File: config.mk
export PLATFORM = sky130hd
export DESIGN_NAME = transceive_control_config
export DESIGN_NICKNAME = d
export VERILOG_FILES = /design/src/inc/transceive_pkg.sv /design/src/hdl/frame_word_packer.sv /design/src/hdl/transceive_control_config.sv
export SDC_FILE = /design/constraint.sdc
export NUM_CORES = 1
export LEC_CHECK = 0
export BUFFER_PORTS_ARGS = -buffer_cell sky130_fd_sc_hd__buf_4
export CORE_MARGIN = 1
export CORE_UTILIZATION = 55
export DETAILED_ROUTE_END_ITERATION = 8
export PLACE_DENSITY = 0.88
export SYNTH_ARGS = -nofsm -noshare
export SYNTH_HDL_FRONTEND = slang
export SYNTH_HIERARCHICAL = 1
export SYNTH_SLANG_ARGS = --single-unit
export TNS_END_PERCENT = 50
File: constraint.sdc
create_clock -name clk_sys -period 4.9 [get_ports clk_sys]
set_input_delay 0.735 -clock clk_sys [delete_from_list [all_inputs] [get_ports clk_sys]]
set_output_delay 0.735 -clock clk_sys [all_outputs]
set_load 0.01 [all_outputs]
File: src/inc/transceive_pkg.sv
// shared constants and types for the transceive configuration block
package transceive_pkg;
  // register index as printed, byte address is four times it
  localparam logic [5:0] TCFG_INDEX = 6'h04;
  localparam logic [7:0] ADR_TCFG = {TCFG_INDEX, 2'b00};
  localparam logic [7:0] ADR_IRQ_STATUS = 8'h40;
  localparam logic [7:0] ADR_IRQ_ENABLE = 8'h44;
  localparam logic [7:0] ADR_IRQ_CLEAR = 8'h48;
  localparam logic [7:0] ADR_STATE = 8'h4C;

  // configuration field positions
  localparam int unsigned TRIG_LSB = 4;
  localparam int unsigned TRIG_W = 6;
  localparam int unsigned SKIP_BIT = 3;
  localparam int unsigned PERBYTE_BIT = 2;
  localparam int unsigned MULTI_BIT = 1;
  localparam int unsigned INIT_BIT = 0;
  localparam logic [31:0] TCFG_RESET = 32'h0000_0000;

  // interrupt bits
  localparam int unsigned IRQ_W = 4;
  localparam int unsigned IRQ_STATE_CHANGE = 0;
  localparam int unsigned IRQ_TX_START = 1;
  localparam int unsigned IRQ_TX_SKIPPED = 2;
  localparam int unsigned IRQ_RX_STORED = 3;
  localparam logic [IRQ_W-1:0] IRQ_RESET = 4'h0;

  // state readback field positions
  localparam int unsigned STATE_SEQ_LSB = 0;
  localparam int unsigned STATE_PAUSE_BIT = 4;
  localparam int unsigned STATE_ADDR_LSB = 16;

  localparam int unsigned RAM_ADDR_W = 9;
  localparam logic [7:0] PAD_BYTE = 8'h00;

  typedef enum logic [2:0] {
    ST_IDLE,
    ST_WAIT_SEND,
    ST_TX,
    ST_WAIT_RX,
    ST_WAIT_DATA,
    ST_RX
  } seq_state_e;

  typedef struct packed {
    logic [5:0] trig;
    logic skip;
    logic per_byte;
    logic multi;
    logic initiator;
  } tcfg_s;

  typedef struct packed {
    logic we;
    logic [RAM_ADDR_W-1:0] addr;
    logic [31:0] data;
  } ram_wr_s;
endpackage

File: src/hdl/frame_word_packer.sv
// packs received bytes into word-aligned ram writes with optional status byte
`timescale 1ns/10ps
module frame_word_packer (
  input wire logic clk_sys,
  input wire logic arst_n,
  input wire logic restart,
  input wire logic byte_valid,
  input wire logic [7:0] byte_data,
  input wire logic frame_end,
  input wire logic [7:0] status_byte,
  input wire logic status_en,
  output transceive_pkg::ram_wr_s ram_wr
);
  logic [1:0] lane_q;
  logic [31:0] word_q;
  logic [transceive_pkg::RAM_ADDR_W-1:0] addr_q;
  transceive_pkg::ram_wr_s wr_q;
  logic [7:0] byte_in;
  logic [31:0] merged;

  assign byte_in = byte_valid ? byte_data : status_byte;
  assign merged = word_q | ({24'h000000, byte_in} << {lane_q, 3'b000});

  always_ff @(posedge clk_sys or negedge arst_n) begin
    if (!arst_n) begin
      lane_q <= 2'h0;
      word_q <= 32'h0000_0000;
      addr_q <= '0;
      wr_q <= '0;
    end else begin
      wr_q.we <= 1'b0;
      if (restart) begin
        lane_q <= 2'h0;
        word_q <= 32'h0000_0000;
        addr_q <= '0;
      end else if (byte_valid) begin
        if (lane_q == 2'h3) begin
          wr_q.we <= 1'b1;
          wr_q.addr <= addr_q;
          wr_q.data <= merged;
          word_q <= 32'h0000_0000;
          addr_q <= addr_q + 1'b1;
        end else begin
          word_q <= merged;
        end
        lane_q <= lane_q + 2'h1;
      end else if (frame_end) begin
        if (status_en || lane_q != 2'h0) begin
          wr_q.we <= 1'b1;
          wr_q.addr <= addr_q;
          wr_q.data <= status_en ? merged : word_q;
          addr_q <= addr_q + 1'b1;
        end
        word_q <= {4{transceive_pkg::PAD_BYTE}};
        lane_q <= 2'h0;
      end
    end
  end

  assign ram_wr = wr_q;
endmodule

File: src/hdl/transceive_control_config.sv
// transceive configuration register, sequencer controls and interrupt logic
`timescale 1ns/10ps
module transceive_control_config (
  input wire logic clk_sys,
  input wire logic arst_n,
  input wire logic wb_cyc,
  input wire logic wb_stb,
  input wire logic wb_we,
  input wire logic [7:0] wb_adr,
  input wire logic [3:0] wb_sel,
  input wire logic [31:0] wb_dat_w,
  output logic [31:0] wb_dat_r,
  output logic wb_ack,
  input transceive_pkg::seq_state_e seq_state,
  input wire logic tx_wait_expired,
  input wire logic send_request,
  input wire logic tx_byte_done,
  output logic tx_start,
  output logic encoder_paused,
  output logic per_byte_framing_bit,
  input wire logic rx_buf_restart,
  input wire logic rx_byte_valid,
  input wire logic [7:0] rx_byte,
  input wire logic rx_end,
  input wire logic [7:0] rx_status,
  output logic rx_rearm,
  output logic multiple_reception_bit,
  output transceive_pkg::ram_wr_s ram_wr,
  output logic initiator_mode,
  output logic irq
);
  transceive_pkg::tcfg_s tcfg_q;
  transceive_pkg::tcfg_s tcfg_d;
  transceive_pkg::seq_state_e prev_state_q;
  logic [transceive_pkg::IRQ_W-1:0] irq_status_q;
  logic [transceive_pkg::IRQ_W-1:0] irq_enable_q;
  logic [transceive_pkg::IRQ_W-1:0] irq_event;
  logic [transceive_pkg::IRQ_W-1:0] irq_clear;
  logic [31:0] clear_word;
  logic [31:0] enable_word;
  logic [31:0] cfg_word;
  logic [31:0] state_word;
  logic [31:0] rd_mux;
  logic [31:0] dat_r_q;
  logic ack_q;
  logic bus_req;
  logic wr_tcfg;
  logic wr_enable;
  logic wr_clear;
  logic state_entered;
  logic state_hit;
  logic [2:0] state_idx;
  logic start_trigger;
  logic tx_start_q;
  logic skipped;
  logic paused_q;
  logic rearm_q;
  logic rx_stored;

  function automatic logic [31:0] merge_bytes(
    input logic [31:0] old_v,
    input logic [31:0] new_v,
    input logic [3:0] sel
  );
    logic [31:0] r;
    r = old_v;
    for (int i = 0; i < 4; i++) begin
      if (sel[i]) begin
        r[i*8 +: 8] = new_v[i*8 +: 8];
      end
    end
    return r;
  endfunction

  // wishbone classic slave, one wait state per access
  assign bus_req = wb_cyc & wb_stb & ~ack_q;
  assign wr_tcfg = bus_req & wb_we & (wb_adr == transceive_pkg::ADR_TCFG);
  assign wr_enable = bus_req & wb_we & (wb_adr == transceive_pkg::ADR_IRQ_ENABLE);
  assign wr_clear = bus_req & wb_we & (wb_adr == transceive_pkg::ADR_IRQ_CLEAR);

  always_ff @(posedge clk_sys or negedge arst_n) begin
    if (!arst_n) begin
      ack_q <= 1'b0;
    end else begin
      ack_q <= bus_req;
    end
  end

  always_ff @(posedge clk_sys or negedge arst_n) begin
    if (!arst_n) begin
      dat_r_q <= 32'h0000_0000;
    end else if (bus_req && !wb_we) begin
      dat_r_q <= rd_mux;
    end
  end

  assign wb_ack = ack_q;
  assign wb_dat_r = dat_r_q;

  // configuration register image
  always_comb begin
    cfg_word = 32'h0000_0000;
    cfg_word[transceive_pkg::TRIG_LSB +: transceive_pkg::TRIG_W] = tcfg_q.trig;
    cfg_word[transceive_pkg::SKIP_BIT] = tcfg_q.skip;
    cfg_word[transceive_pkg::PERBYTE_BIT] = tcfg_q.per_byte;
    cfg_word[transceive_pkg::MULTI_BIT] = tcfg_q.multi;
    cfg_word[transceive_pkg::INIT_BIT] = tcfg_q.initiator;
  end

  // own state readback
  always_comb begin
    state_word = 32'h0000_0000;
    state_word[transceive_pkg::STATE_SEQ_LSB +: 3] = seq_state;
    state_word[transceive_pkg::STATE_PAUSE_BIT] = paused_q;
    state_word[transceive_pkg::STATE_ADDR_LSB +: transceive_pkg::RAM_ADDR_W] = ram_wr.addr;
  end

  always_comb begin
    rd_mux = 32'h0000_0000;
    case (wb_adr)
      transceive_pkg::ADR_TCFG: begin
        rd_mux = cfg_word;
      end
      transceive_pkg::ADR_IRQ_STATUS: begin
        rd_mux[transceive_pkg::IRQ_W-1:0] = irq_status_q;
      end
      transceive_pkg::ADR_IRQ_ENABLE: begin
        rd_mux[transceive_pkg::IRQ_W-1:0] = irq_enable_q;
      end
      transceive_pkg::ADR_STATE: begin
        rd_mux = state_word;
      end
      default: begin
        rd_mux = 32'h0000_0000;
      end
    endcase
  end

  // next configuration from a byte-lane write
  always_comb begin
    logic [31:0] w;
    w = merge_bytes(cfg_word, wb_dat_w, wb_sel);
    tcfg_d.trig = w[transceive_pkg::TRIG_LSB +: transceive_pkg::TRIG_W];
    tcfg_d.skip = w[transceive_pkg::SKIP_BIT];
    tcfg_d.per_byte = w[transceive_pkg::PERBYTE_BIT];
    tcfg_d.multi = w[transceive_pkg::MULTI_BIT];
    tcfg_d.initiator = w[transceive_pkg::INIT_BIT];
  end

  // sequencer state entry detection
  always_ff @(posedge clk_sys or negedge arst_n) begin
    if (!arst_n) begin
      prev_state_q <= transceive_pkg::ST_IDLE;
    end else begin
      prev_state_q <= seq_state;
    end
  end

  assign state_entered = (seq_state != prev_state_q);
  assign state_idx = seq_state;

  // trigger bit index follows state order
  // all six trigger bits follow state order, ST_IDLE at bit 0
  always_comb begin
    state_hit = 1'b0;
    if (state_entered && state_idx < 3'h6) begin
      state_hit = tcfg_q.trig[state_idx];
    end
  end

  always_ff @(posedge clk_sys or negedge arst_n) begin
    if (!arst_n) begin
      tcfg_q <= transceive_pkg::tcfg_s'(transceive_pkg::TCFG_RESET[9:0]);
    end else if (wr_tcfg) begin
      tcfg_q <= tcfg_d;
    end else if (state_entered && seq_state == transceive_pkg::ST_WAIT_RX) begin
      tcfg_q.skip <= 1'b0;
    end
  end

  // transmit start and skip-send gating
  assign start_trigger = tx_wait_expired & send_request;
  assign skipped = start_trigger & tcfg_q.skip;

  always_ff @(posedge clk_sys or negedge arst_n) begin
    if (!arst_n) begin
      tx_start_q <= 1'b0;
    end else begin
      tx_start_q <= start_trigger & ~tcfg_q.skip;
    end
  end

  // pause per byte until next transmit start that is not skipped
  always_ff @(posedge clk_sys or negedge arst_n) begin
    if (!arst_n) begin
      paused_q <= 1'b0;
    end else if (tx_start_q) begin
      paused_q <= 1'b0;
    end else if (tx_byte_done && tcfg_q.per_byte) begin
      paused_q <= 1'b1;
    end
  end

  assign tx_start = tx_start_q;
  assign encoder_paused = paused_q;
  assign per_byte_framing_bit = tcfg_q.per_byte;

  assign rx_stored = rx_end & tcfg_q.multi;

  always_ff @(posedge clk_sys or negedge arst_n) begin
    if (!arst_n) begin
      rearm_q <= 1'b0;
    end else begin
      rearm_q <= rx_stored;
    end
  end

  assign rx_rearm = rearm_q;
  assign multiple_reception_bit = tcfg_q.multi;

  // status byte appended in multi mode
  frame_word_packer packer (
    .clk_sys(clk_sys),
    .arst_n(arst_n),
    .restart(rx_buf_restart),
    .byte_valid(rx_byte_valid),
    .byte_data(rx_byte),
    .frame_end(rx_end),
    .status_byte(rx_status),
    .status_en(tcfg_q.multi),
    .ram_wr(ram_wr)
  );

  assign initiator_mode = tcfg_q.initiator;

  // interrupt events, set wins over clear
  always_comb begin
    irq_event = '0;
    irq_event[transceive_pkg::IRQ_STATE_CHANGE] = state_hit;
    irq_event[transceive_pkg::IRQ_TX_START] = start_trigger & ~tcfg_q.skip;
    irq_event[transceive_pkg::IRQ_TX_SKIPPED] = skipped;
    irq_event[transceive_pkg::IRQ_RX_STORED] = rx_stored;
  end

  assign clear_word = merge_bytes(32'h0000_0000, wb_dat_w, wb_sel);
  assign enable_word = merge_bytes({28'h0000000, irq_enable_q}, wb_dat_w, wb_sel);
  assign irq_clear = wr_clear ? clear_word[transceive_pkg::IRQ_W-1:0] : '0;

  always_ff @(posedge clk_sys or negedge arst_n) begin
    if (!arst_n) begin
      irq_status_q <= transceive_pkg::IRQ_RESET;
    end else begin
      irq_status_q <= (irq_status_q & ~irq_clear) | irq_event;
    end
  end

  always_ff @(posedge clk_sys or negedge arst_n) begin
    if (!arst_n) begin
      irq_enable_q <= transceive_pkg::IRQ_RESET;
    end else if (wr_enable) begin
      irq_enable_q <= enable_word[transceive_pkg::IRQ_W-1:0];
    end
  end

  assign irq = |(irq_status_q & irq_enable_q);
endmodule

-- Word level (Yosys, flattened, before mapping)
Index checks and enable logic that the tools add are counted.
- add/sub/neg operators: 2
- order comparisons: 2
- equal/unequal tests: 11
- shift operators: 1
- multiplexer cells: 31
- bitwise gates (word level): 18
- reductions and logical operators: 20
- operators with widths (cell ; count):
    42-bit two-way mux ; 5
    32-bit two-way mux ; 5
    9-bit two-way mux ; 5
    21-bit one-hot mux with 2 select lines ; 1
    8-bit by 7-bit == test with 1-bit output, second input constant ; 4
    32-bit bitwise OR ; 1
    8-bit by 5-bit left shift with 32-bit output ; 1
    4-bit one-hot mux with 4 select lines ; 1
    4-bit two-way mux ; 3
    1-bit AND ; 10
    2-bit nonzero test ; 5
    9-bit by 1-bit adder with 9-bit output, second input constant ; 1
    4-bit AND ; 2
    8-bit by 5-bit == test with 1-bit output, second input constant ; 1
    8-bit two-way mux ; 1
    2-bit AND reduction ; 4
    1-bit two-way mux ; 6
    2-bit two-way mux ; 3
    3-bit nonzero test ; 2
    1-bit logical AND ; 4
    3-bit by 4-bit less-than comparator with 1-bit output, second input constant ; 1
    4-bit inverter ; 1
    4-bit bitwise OR ; 1
    4-bit AND reduction ; 1
    14 further kinds ; 16
- bits in registers: 142
- input port bits: 74
- logic and storage cells: 105

-- Depth between registers and ports, before layout
Gate-level depths: netlist (run 1).
- depth after elaboration: 8
- mapped depth: 7

-- Cells and area by module
The synthesis (run 1) kept the hierarchy.
- modules (own cells, without submodules) (module ; instances ; cells each ; area an instance (um^2)):
    frame_word_packer ; 1 ; 319 ; 3687.3
    transceive_control_config ; 1 ; 171 ; 2043.2

-- Worst setup path before layout (run 1)
No wires, ideal clock.
- kind: input -> register
- start point: input wb_adr[1]
- end point: register dat_r_q[4] (netlist: wb_dat_r[4])
- library setup time: 0.067 ns
- data arrival time: 1.949 ns
- required time: 4.833 ns
- path slack: 2.883 ns
- cell stages on the path: 4
- buffers on the path: 0
- cell sequence: or4_4 nor4_4 a22oi_1 nand2_1
- word-level cells in the longest chain between the ends: 2
- elaborated cells between the ends (all ways): 3
- those cells by class: eq/ne: 2; mux: 1
- ends and longest elaborated chain (item ; line ; RTL):
    from (decl) ; transceive_control_config.sv:9 ; input wire logic [7:0] wb_adr,
    8-bit by 7-bit == test with 1-bit output / 8-bit by 5-bit == test with 1-bit output (equally long branches) ; transceive_control_config.sv:120 ; case (wb_adr)
    21-bit one-hot mux with 2 select lines (*) ; transceive_control_config.sv:120 ;
    to (signal assigned) ; transceive_control_config.sv:93 ; dat_r_q <= rd_mux;
    to (decl) ; transceive_control_config.sv:44 ; logic [31:0] dat_r_q;
Mark *: on every way between the ends. The rest lies on a longest branch, timed or not.
A chain may end at the register's enable or synchronous reset.

-- Worst setup path in the final report (run 1)
- start point: register ack_q (netlist: wb_ack)
- end point: register dat_r_q[18] (netlist: wb_dat_r[18])
- word-level cells in the longest chain between the ends: 3
- ends and longest elaborated chain (item ; line ; RTL):
    from (decl) ; transceive_control_config.sv:45 ; logic ack_q;
    from (signal assigned) ; transceive_control_config.sv:85 ; ack_q <= bus_req;
    1-bit inverter ; transceive_control_config.sv:76 ; assign bus_req = wb_cyc & wb_stb & ~ack_q;
    1-bit AND ; transceive_control_config.sv:76 ;
    1-bit logical AND ; transceive_control_config.sv:92 ; end else if (bus_req && !wb_we) begin
Every way passes these cells.

==> results of run 1 <==
-- power by group through the flow --
| stage | clock, mW | combinational, mW | sequential [mW] |
|---|---|---|---|
| 4_1_cts | 1.31 | 0.248 | 1.14 |
| 2_1_floorplan | 0 | 0.108 | 1.17 |
| 3_5_place_dp | 0 | 0.245 | 1.16 |
| 5_1_grt | 1.35 | 0.270 | 1.15 |
| 3_3_place_gp | 0 | 0.239 | 1.16 |
| 6_report | 1.29 | 0.247 | 1.14 |
-- placed cells by master, fill, tap and decap left out, drive strengths merged, types with 4 or more instances in the layout --
cell | synthesis | routed
dfrtp | 129 | 129
buf | 20 | 122
nand2 | 51 | 51
o21ai | 49 | 49
mux2 | 45 | 45
o21bai | 24 | 24
a22o | 18 | 18
clkbuf | 10 | 18
inv | 13 | 14
mux2i | 13 | 13
conb | 1 | 13
nand2b | 11 | 11
a2bb2oi | 11 | 11
nor2 | 11 | 11
a21oi | 10 | 10
nor3 | 10 | 10
nand3 | 7 | 7
or3 | 5 | 5
a22oi | 5 | 5
nor2b | 5 | 5
nand4 | 4 | 4
clkinvlp | 0 | 4
bufinv | 0 | 4
clkinv | 0 | 4
-- worst min path at each step --
stage               slack (ps)  cells after the start                            to
finish                     240                      1  packer/addr_q[7]$_DFFE_PN0P_
global route               270                      1              wb_ack$_DFF_PN0_
CTS                        250                      1              wb_ack$_DFF_PN0_
detailed placement         440                      1    encoder_paused$_DFFE_PN0P_
global placement           430                      1    encoder_paused$_DFFE_PN0P_
floorplan                  440                      0       cfg_word[3]$_DFFE_PN0P_
-- metrics by stage --
| step | utilization | hold slack [ps] | setup slack, ps |
|---|---|---|---|
| 2_1_floorplan | - | 439.4 | 2883 |
| 3_3_place_gp | 0.6714 | 431.0 | 1985 |
| 3_5_place_dp | 0.6714 | 437.1 | 1864 |
| 4_1_cts | 0.7332 | 247.9 | 2227 |
| 5_1_grt | 0.7332 | 269.2 | 2077 |
| 6_report | 0.7332 | 236.6 | 2259 |
-- area by class of cell --
class / instances / area (um^2)
well taps: 133 / 166.4
clock inverters: 13 / 186.4
clock buffers: 18 / 427.9
multi-input cells: 330 / 2325
flip-flops and latches: 129 / 3228
fillers: 665 / 2656
inverters: 13 / 48.80
repair buffers: 122 / 915.9
-- logic make-up after synthesis --
family | after synthesis | share of synthesized area
other | 1 | 0.0006544
DFF | 129 | 0.5633
xor gates and xnor gates | 3 | 0.004586
AOI/OAI and AO/OA | 132 | 0.1585
and+or+nand+nor | 120 | 0.1116
buffers and inverters | 43 | 0.03974
muxes | 59 | 0.1151
adders and majority gates | 3 | 0.006551
-- critical path: cells and delay by family (launching register included) --
family	cells	cell delay, ps
AND/OR/NAND/NOR	2	1910
AO/OA/AOI/OAI	1	250
flip-flops	1	400
-- cell usage after synthesis, types with 2 or more instances --
library cell	n	area, um^2
clkbuf_1	10	37.54
o41ai_1	2	17.52
nand2_1	51	191.4
o21ai_0	49	245.2
a21o_1	2	15.01
a21oi_1	10	50.05
mux2_2	44	495.5
buf_2	5	25.02
dfrtp_1	129	3228
a211o_1	2	17.52
inv_1	13	48.80
a22oi_1	4	30.03
nor2b_1	4	25.02
nand2b_1	11	68.82
xor2_1	3	26.28
ha_1	3	37.54
and4_1	2	17.52
o31ai_1	3	22.52
a2bb2oi_1	11	96.34
nand3_1	7	35.03
nor3_1	9	45.04
buf_4	14	105.1
o21bai_1	24	180.2
a22o_1	18	157.7
or4_1	2	15.01
nand4_1	4	25.02
and2_1	2	12.51
mux2i_1	13	130.1
nor2_1	10	37.54
or3_1	5	31.28
-- metal layers --
metal	vias up	part of all wire
met5	-	0
met4	0	0.020
met3	22	0.064
met2	199	0.50
met1	2222	0.42
li1	2000	-
-- registers in the layout, indices dropped and copies added (netlist names), 2 cells and up --
name	cells
wb_dat_r	19
packer/lane_q	2
packer/ram_wr	42
packer/word_q	32
irq_status_q	4
prev_state_q	3
irq_enable_q	4
packer/addr_q	9
cfg_word	7
==> run_results.csv, run 1 <==
group,metric,value,unit
status,outcome,"finished, final reports clean",
cells_and_area,syn_to_final_growth,27.36,%
global_routing,gr-total-overflow,0,
worst_setup_path,rrSetupSlack,2260,ps
power,seq_power_share,0.426,
clock_tree,cts_setup_buffers,0,
global_routing,grt_pass1_vias,4420,
die,rows,36,
power,clkPwrFrac,0.482,
worst_setup_path,reg2reg_from,"wb_ack$_DFF_PN0_",
die,start_util,0.5757,
sta,setup_viol,0,
logic_synthesis,seq_area_frac_synth,0.5633,
cells_and_area,diodes,0,
job,drv_cap,0,
worst_setup_path,crit_slowest_cell,"nand4bb_1",
global_routing,antenna_found_initial,0,
sta,final-hold-violation-count,0,
cells_and_area,design_area,0.007298,mm^2
worst_setup_path,r2r_end,"wb_dat_r[18]$_DFFE_PN0P_",
power,combPwrFrac,0.092,
route,vias,4443,
clock_tree,clk_pin_slew,60,ps
route,ant_nets,0,
placement,dp_hpwl,9371,um
cells_and_area,drive_gt1_frac,0.3312,
worst_setup_path,cp_max_fo,22,
logic_synthesis,synthArstFlopShare,1.000,
power,p_switching,616.5,uW
sta,rsz0062_at_grt,"no",
logic_synthesis,syn_inst,490,
power,swShare,0.2303,
die,die_y,104.1,um
route,wl_per_cell,18.07,um
placement,port_buffers,118,
worst_setup_path,critPathKind,"register to register",
clock_tree,clkSinkCount,129,
power,p_leak,3.585,nW
logic_synthesis,ys_types,54,
clock_tree,cts_buffers,17,
placement,placed_area,0.006684,mm^2
logic_synthesis,synth-main-ff-cell,"dfrtp_1",
sta,finalMaxSlewViolations,0,
route,avgViaCountPerCell,5.861,
clock_tree,cts_root_buf,"clkbuf_8",
clock_tree,hold_buffers,0,
clock_tree,htreeDepth,4,
global_routing,grt_use_met3,0.06203,
placement,place_inst,727,
sta,relSlewSlack,0.2518,
die,fp.coreArea,0.009955,mm^2
clock_tree,ctsResizeCount,0,
worst_setup_path,crit_required,5340,ps
worst_hold_path,worstHoldPathType,"input pin to asynchronous set/reset pin",
logic_synthesis,postSynthAreaPerCell,11.69,um^2
global_routing,met1_usage,0.3448,
worst_setup_path,crit_arrival,3080,ps
logic_synthesis,ys_ff_latch,129,
sta,worstMarginPinSlew,1122,ps
global_routing,grt_max_degree,51,
route,routed_wl,13700,um
cells_and_area,stdcell_count,758,
cells_and_area,finish.net_count,690,
sta,layout_min_cycle_time,2641,ps
logic_synthesis,synth_area,0.005730,mm^2
worst_setup_path,worst_path_largest_cell_delay,960,ps
die,ios,156,
worst_setup_path,cp-end-kind,"register",
clock_tree,clock_path_buffers,2,
worst_setup_path,crit_chain,"nand4bb_1 > nor4_4 > a22o_1",
sta,skew,7.660,ps
global_routing,met2_usage,0.4286,
global_routing,grt_pass1_wl,22430,um
clock_tree,cts_tree,"done",
global_routing,busiest_layer,"met2",
route,drc,0,
logic_synthesis,synth_warnings,6,
power,irDropWorstVdd,0.2094,mV
sta,max_freq,0.3787,GHz
clock_tree,insertion_delay,510,ps
sta,finalSetupTns,0,ps
worst_setup_path,worstSetupEndpoint,"wb_dat_r[18]$_DFFE_PN0P_",
sta,fin_crit_sh,0.5390,
power,finalPower,2.677,mW
die,dieArea,0.01083,mm^2
worst_setup_path,reg2reg_depth,3,
route,drt_iter0_markers,246,
worst_setup_path,crit_start,"wb_ack$_DFF_PN0_",
power,powerDensity,366.8,mW/mm^2
global_routing,grt_usage,0.2641,
die,die_w,104.1,um
power,p_int,2.060,mW
placement,place_congestion,0.8675,
route,first_pass_iters,5,
logic_synthesis,synth_edf_count,0,
worst_setup_path,cp-start-kind,"register",
Note: power is estimated with default switching activity, not from simulation.
==> run 2: changes to the inputs <==
--- a/config.mk
+++ b/config.mk
@@ -5,11 +5,12 @@
 export SDC_FILE = /design/constraint.sdc
 export NUM_CORES = 1
 export LEC_CHECK = 0
+export ABC_AREA = 1
 export BUFFER_PORTS_ARGS = -buffer_cell sky130_fd_sc_hd__buf_4
 export CORE_MARGIN = 1
-export CORE_UTILIZATION = 55
+export CORE_UTILIZATION = 54
 export DETAILED_ROUTE_END_ITERATION = 8
-export PLACE_DENSITY = 0.88
+export PLACE_DENSITY = 0.85
 export SYNTH_ARGS = -nofsm -noshare
 export SYNTH_HDL_FRONTEND = slang
 export SYNTH_HIERARCHICAL = 1
==> constraint.sdc (replaced) <==
create_clock -name clk_sys -period 2.5 [get_ports clk_sys]
set_input_delay 0.375 -clock clk_sys [delete_from_list [all_inputs] [get_ports clk_sys]]
set_output_delay 0.375 -clock clk_sys [all_outputs]
set_load 0.01 [all_outputs]
==> run 2 against run 1 <==
Count of clock-buffer cells in the layout fell by 1. Global-route usage rose by 1.5 points. Clock power rose by 100%. Power rose by 95%. Setup slack got worse by 1800 ps. Flip-flop and latch count did not move. Routed wire length rose by 22%. Sequential power rose by 89%. Final cell count rose by 45%. First-iteration DRC count rose by 150%. Highest routed layer unchanged.
==> run_results.csv, run 2 <==
group,metric,value,unit
route,routed_wl,16670,um
sta,fin_crit_sh,0.8056,
clock_tree,ctsResizeCount,0,
clock_tree,insertion_delay,420,ps
sta,finalSetupTns,0,ps
logic_synthesis,syn_inst,826,
route,vias,6031,
clock_tree,cts_root_buf,"clkbuf_16",
clock_tree,cts_tree,"done",
power,p_leak,4.334,nW
die,dieArea,0.01267,mm^2
worst_setup_path,crit_arrival,2380,ps
worst_setup_path,worst_path_largest_cell_delay,560,ps
power,powerDensity,636.9,mW/mm^2
sta,layout_min_cycle_time,2014,ps
cells_and_area,finish.net_count,1019,
sta,rsz0062_at_grt,"no",
worst_hold_path,min_from,"seq_state[2]",
logic_synthesis,ys_types,37,
cells_and_area,multiInputGateArea,0.002815,mm^2
route,ant_nets,0,
cells_and_area,diodes,0,
logic_synthesis,synth-main-ff-cell,"dfrtp_1",
global_routing,grt_max_degree,57,
cells_and_area,layout_common_cells,"nand2_1, buf_4, dfrtp_1, nand3_1, inv_1",
die,rows,40,
sta,final-hold-violation-count,0,
sta,worstMarginPinSlew,608.9,ps
clock_tree,clkSinkCount,129,
worst_setup_path,r2r_end,"packer/ram_wr[17]$_DFFE_PN0P_",
die,die_y,112.6,um
power,finalPower,5.221,mW
sta,setup_ws,486.1,ps
sta,max_freq,0.4965,GHz
die,ios,156,
logic_synthesis,synth_area,0.006601,mm^2
logic_synthesis,postSynthAreaPerCell,7.992,um^2
cells_and_area,syn_to_final_growth,24.17,%
power,irDropWorstVdd,0.4809,mV
placement,place_ws,512.2,ps
worst_setup_path,critPathKind,"register to register",
logic_synthesis,synth_area_leaders,"dfrtp_1, nand2_1, nand3_1, o21ai_0, a22oi_1",
placement,dp_hpwl,11310,um
route,wl_per_cell,15.12,um
worst_hold_path,hold_path_depth,1,
worst_setup_path,cp-end-kind,"register",
placement,place_congestion,0.9080,
sta,fin_hold_ws,117.4,ps
clock_tree,hold_buffers,1,
die,start_util,0.5519,
logic_synthesis,synthTopCellsByCount,"nand2_1, dfrtp_1, nand3_1",
logic_synthesis,ys_ff_latch,129,
worst_setup_path,crit_chain,"clkinv_1 > buf_4 > ha_1 > nand2_1 > nand3_1 > buf_4 > o21ai_0 > nand3_1 > nand2_1",
logic_synthesis,yosysMostFrequentCell,"nand2_1",
logic_synthesis,synth_top_area_cell,"dfrtp_1",
logic_synthesis,seq_area_frac_synth,0.4890,
worst_setup_path,cp-start-kind,"register",
logic_synthesis,synthArstFlopShare,1.000,
global_routing,grt_pass1_wl,27630,um
route,first_pass_iters,5,
job,drv_cap,0,
cells_and_area,fill_cells,968,
clock_tree,htreeDepth,4,
worst_setup_path,cp_max_fo,17,
logic_synthesis,synth_top_area_frac,0.4890,
clock_tree,cts_buffers,17,
cells_and_area,drive_gt1_frac,0.2178,
sta,relSlewSlack,0.5935,
route,avgViaCountPerCell,5.473,
worst_setup_path,rrSetupSlack,490,ps
sta,skew,6.816,ps
logic_synthesis,synth_edf_count,0,
cells_and_area,stdcell_count,1102,
sta,setup_viol,0,
sta,finalMaxSlewViolations,0,
clock_tree,cts_setup_buffers,0,
global_routing,gr-total-overflow,0,
cells_and_area,regArea,0.003228,mm^2
cells_and_area,layout_commonest_cell,"nand2_1",
global_routing,grt_usage,0.2792,
worst_setup_path,reg2reg_from,"packer/lane_q[0]$_DFFE_PN0P_",
route,drc,0,
logic_synthesis,synth_warnings,6,
global_routing,antenna_found_initial,0,
route,drt_iter0_markers,606,
clock_tree,clk_pin_slew,60,ps
worst_hold_path,worstHoldPathType,"input pin to register",
placement,place_inst,1069,
worst_setup_path,crit_required,2860,ps
global_routing,grt_pass1_vias,5740,
clock_tree,clock_path_buffers,2,
die,die_w,112.6,um
worst_hold_path,min_to,"prev_state_q[2]$_DFF_PN0_",
worst_setup_path,reg2reg_depth,9,
placement,port_buffers,118,
die,fp.coreArea,0.01196,mm^2
cells_and_area,largest_register_ff_count,42,
status,outcome,"finished, final reports clean",
worst_setup_path,crit_slowest_cell,"dfrtp_1",
-- run 2: cell count changes in the layout (fill, tap and decap cells not counted), moves of 23 or more --
cell	delta
nor2_1	+35
o21bai_1	-23
inv_1	+48
a22oi_1	+28
nand2_1	+225
mux2_2	-44
nand3_1	+91
-- run 2: routing by layer --
| layer | part of all wire | GRT usage | vias up | wire length, um |
|---|---|---|---|---|
| met5 | 0 | 0 | - | 0 |
| met4 | 0.024 | 0.1138 | 0 | 403 |
| met3 | 0.075 | 0.05562 | 41 | 1257 |
| met2 | 0.48 | 0.4551 | 300 | 7935 |
| met1 | 0.42 | 0.3666 | 2807 | 7069 |
| li1 | - | - | 2883 | - |
-- run 2: through the flow --
| stage | cell area [um^2] | util |
|---|---|---|
| after floorplan | 6646 | - |
| after global placement | 7556 | 0.6317 |
| after detailed placement | 7556 | 0.6317 |
| after CTS | 8197 | 0.6853 |
| after global routing | 8197 | 0.6853 |
| final | 8197 | 0.6853 |
-- run 2: where the power goes --
group	internal [mW]	leakage (nW)	total [mW]	switching (mW)
Clock	1.68	0.301	2.63	0.950
Sequential	2.12	1.77	2.16	0.0331
Combinational	0.147	2.26	0.436	0.289
Total	3.95	4.33	5.22	1.27
-- run 2: worst max path at each step --
stage,slack [ps],to,startpoint
after floorplan,590,packer/ram_wr[21]$_DFFE_PN0P_,packer/lane_q[0]$_DFFE_PN0P_
after global placement,600,packer/ram_wr[32]$_DFFE_PN0P_,packer/lane_q[0]$_DFFE_PN0P_
after detailed placement,510,packer/ram_wr[38]$_DFFE_PN0P_,packer/lane_q[0]$_DFFE_PN0P_
after CTS,500,packer/ram_wr[40]$_DFFE_PN0P_,packer/lane_q[0]$_DFFE_PN0P_
after global routing,360,packer/ram_wr[40]$_DFFE_PN0P_,packer/lane_q[0]$_DFFE_PN0P_
final,490,packer/ram_wr[17]$_DFFE_PN0P_,packer/lane_q[0]$_DFFE_PN0P_
-- run 2: kinds of logic after synthesis --
family / share of synthesized area
compound gates: 0.1077
xor+xnor: 0.005308
fa+ha+maj: 0.005687
buf+inv: 0.09136
flops: 0.4890
other cells: 0.0005681
simple gates: 0.3004
-- run 2: critical path: cells and delay by family, from the launching register on --
family / cells / cell delay (ps)
flops: 1 / 560
compound gates: 1 / 200
simple gates: 4 / 440
buf+inv: 3 / 530
fa+ha+maj: 1 / 210
-- run 2: final cells by class --
type                            instances  share of cell area
Timing Repair Buffer                  135              0.1285
Clock inverter                         15             0.02503
Inverter                               76             0.03480
Sequential cell                       129              0.3938
Tap cell                              147             0.02244
Clock buffer                           17             0.05190
Multi-Input combinational cell        583              0.3435
==> run 3: changes to the inputs <==
--- a/config.mk
+++ b/config.mk
@@ -5,12 +5,12 @@
 export SDC_FILE = /design/constraint.sdc
 export NUM_CORES = 1
 export LEC_CHECK = 0
-export ABC_AREA = 1
+export ABC_AREA = 0
 export BUFFER_PORTS_ARGS = -buffer_cell sky130_fd_sc_hd__buf_4
 export CORE_MARGIN = 1
-export CORE_UTILIZATION = 54
+export CORE_UTILIZATION = 52
 export DETAILED_ROUTE_END_ITERATION = 8
-export PLACE_DENSITY = 0.85
+export PLACE_DENSITY = 0.84
 export SYNTH_ARGS = -nofsm -noshare
 export SYNTH_HDL_FRONTEND = slang
 export SYNTH_HIERARCHICAL = 1
==> constraint.sdc (replaced) <==
create_clock -name clk_sys -period 2.1 [get_ports clk_sys]
set_input_delay 0.315 -clock clk_sys [delete_from_list [all_inputs] [get_ports clk_sys]]
set_output_delay 0.315 -clock clk_sys [all_outputs]
set_load 0.01 [all_outputs]
==> run 3 against run 2 <==
Via count decreased by 27%. Cell area fell by 9.1%. First-iteration DRC count is 64% lower. Clock power is 3% higher. Sequential share of layout area up 3.9 points. Core utilization rose by 2.4 points. Non-clock buffer count grew 9. Fmax grew 4.4%.
==> run_results.csv, run 3 (same netlist as run 1, synthesis figures left out) <==
group,metric,value,unit
status,outcome,"finished, final reports clean",
clock_tree,ctsResizeCount,0,
sta,worstMarginPinSlew,549.8,ps
sta,rsz0062_at_grt,"no",
power,finalPower,5.994,mW
worst_hold_path,worstHoldPathType,"input pin to register",
cells_and_area,drive_gt1_frac,0.3488,
clock_tree,clk_pin_slew,60,ps
route,ant_nets,0,
sta,setup_viol,0,
sta,relSlewSlack,0.6334,
clock_tree,clkSinkCount,129,
die,die_y,107.0,um
global_routing,grt_use_met3,0.05714,
placement,place_congestion,0.8622,
die,start_util,0.5453,
power,clkPwrFrac,0.453,
die,dieArea,0.01144,mm^2
sta,skew,5.841,ps
cells_and_area,syn_to_final_growth,30.02,%
route,avgViaCountPerCell,5.606,
route,vias,4395,
clock_tree,hold_buffers,4,
global_routing,gr-total-overflow,0,
cells_and_area,finish.net_count,712,
route,wl_per_cell,17.28,um
worst_setup_path,crit_chain,"inv_1 > ha_1 > nand2b_1 > a22oi_4 > nor2_4 > buf_4 > mux2_2",
global_routing,busiest_layer,"met2",
clock_tree,cts_tree,"done",
sta,finalSetupTns,0,ps
power,irDropWorstVdd,0.4313,mV
sta,layout_min_cycle_time,1930,ps
worst_setup_path,cp-start-kind,"register",
worst_setup_path,cp-end-kind,"register",
power,combPwrFrac,0.102,
cells_and_area,layout_common_cells,"buf_4, dfrtp_1, nand2_1, o21ai_0, mux2_2",
worst_setup_path,crit_arrival,2320,ps
clock_tree,cts_setup_buffers,0,
power,powerDensity,804.4,mW/mm^2
global_routing,grt_usage,0.2594,
power,swShare,0.2492,
power,p_switching,1.494,mW
placement,dp_hpwl,9581,um
die,die_w,107.0,um
global_routing,met2_usage,0.4189,
global_routing,grt_pass1_vias,4494,
sta,max_freq,0.5182,GHz
global_routing,grt_pass1_wl,22870,um
global_routing,grt_max_degree,52,
worst_setup_path,crit_slowest_cell,"dfrtp_1",
die,fp.coreArea,0.01051,mm^2
cells_and_area,diodes,0,
route,routed_wl,13550,um
sta,finalMaxSlewViolations,0,
worst_setup_path,worst_path_largest_cell_delay,420,ps
worst_setup_path,crit_required,2490,ps
job,drv_cap,0,
global_routing,antenna_found_initial,0,
clock_tree,cts_root_buf,"clkbuf_8",
die,rows,37,
power,seq_power_share,0.444,
route,drc,0,
worst_setup_path,critPathKind,"register to register",
sta,fin_crit_sh,0.9189,
clock_tree,cts_buffers,17,
power,p_int,4.500,mW
cells_and_area,largest_register_ff_count,42,
clock_tree,htreeDepth,4,
placement,port_buffers,118,
sta,final-hold-violation-count,0,
clock_tree,insertion_delay,510,ps
worst_setup_path,cp_max_fo,17,
route,drt_iter0_markers,217,
global_routing,met1_usage,0.3501,
cells_and_area,layout_commonest_cell,"buf_4",
die,ios,156,
power,p_leak,3.673,nW
route,first_pass_iters,4,
clock_tree,clock_path_buffers,2,
==> run 3: metrics by stage <==
| step | std cells | hold slack (ps) | util | setup slack, ps | cell area [um^2] |
|---|---|---|---|---|---|
| after detailed placement | 748 | 339.2 | 0.6516 | 224.5 | 6848 |
| final | 784 | 33.72 | 0.7090 | 170.3 | 7451 |
| after global routing | 784 | 16.26 | 0.7090 | 47.54 | 7451 |
| after global placement | 748 | 324.5 | 0.6516 | 284.9 | 6848 |
| after CTS | 784 | 1.076 | 0.7090 | 161.8 | 7451 |
| after floorplan | 502 | 19.41 | - | 353.9 | 5776 |
==> run 3: power groups by stage <==
stage	Combinational, mW	Clock (mW)	Sequential, mW
2_1_floorplan	0.252	0	2.72
3_3_place_gp	0.587	0	2.70
3_5_place_dp	0.610	0	2.70
4_1_cts	0.620	2.78	2.66
5_1_grt	0.671	2.89	2.67
6_report	0.614	2.72	2.66
==> run 3: final timing paths <==
| check | from | endpoint | slack (ps) | cells after the start |
|---|---|---|---|---|
| min in group asynchronous | arst_n | cfg_word[6]$_DFFE_PN0P_ | 340 | 2 |
| worst max-delay path | packer/lane_q[0]$_DFFE_PN0P_ | packer/ram_wr[13]$_DFFE_PN0P_ | 170 | 7 |
| worst min register to register | tx_start$_DFF_PN0_ | encoder_paused$_DFFE_PN0P_ | 440 | 1 |
| max in group asynchronous | arst_n | packer/word_q[2]$_DFFE_PN0P_ | 1100 | 3 |
| worst min-delay path | wb_dat_w[5] | cfg_word[5]$_DFFE_PN0P_ | 30 | 2 |
| worst max register to register | packer/lane_q[0]$_DFFE_PN0P_ | packer/ram_wr[13]$_DFFE_PN0P_ | 170 | 7 |
==> run 3: cell type report <==
cell class,instances,area [um^2]
flip-flops and latches,129,3228
repair buffers,144,1116
clock inverters,14,135.1
well taps,136,170.2
inverters,13,48.80
multi-input cells,330,2325
clock buffers,18,427.9
fillers,743,3058
==> run 3: layer usage <==
layer  vias up  part of all wire
met1      2153              0.43
met3        12             0.061
met2       175              0.49
met4         0             0.011
met5         -                 0
li1       2055                 -
==> run 3: critical path, delay by kind of cell, from the launching register on <==
| family | cells | cell delay (ps) |
|---|---|---|
| simple gates | 2 | 290 |
| flops | 1 | 420 |
| fa+ha+maj | 1 | 210 |
| buf+inv | 2 | 380 |
| compound gates | 1 | 120 |
| mux | 1 | 380 |
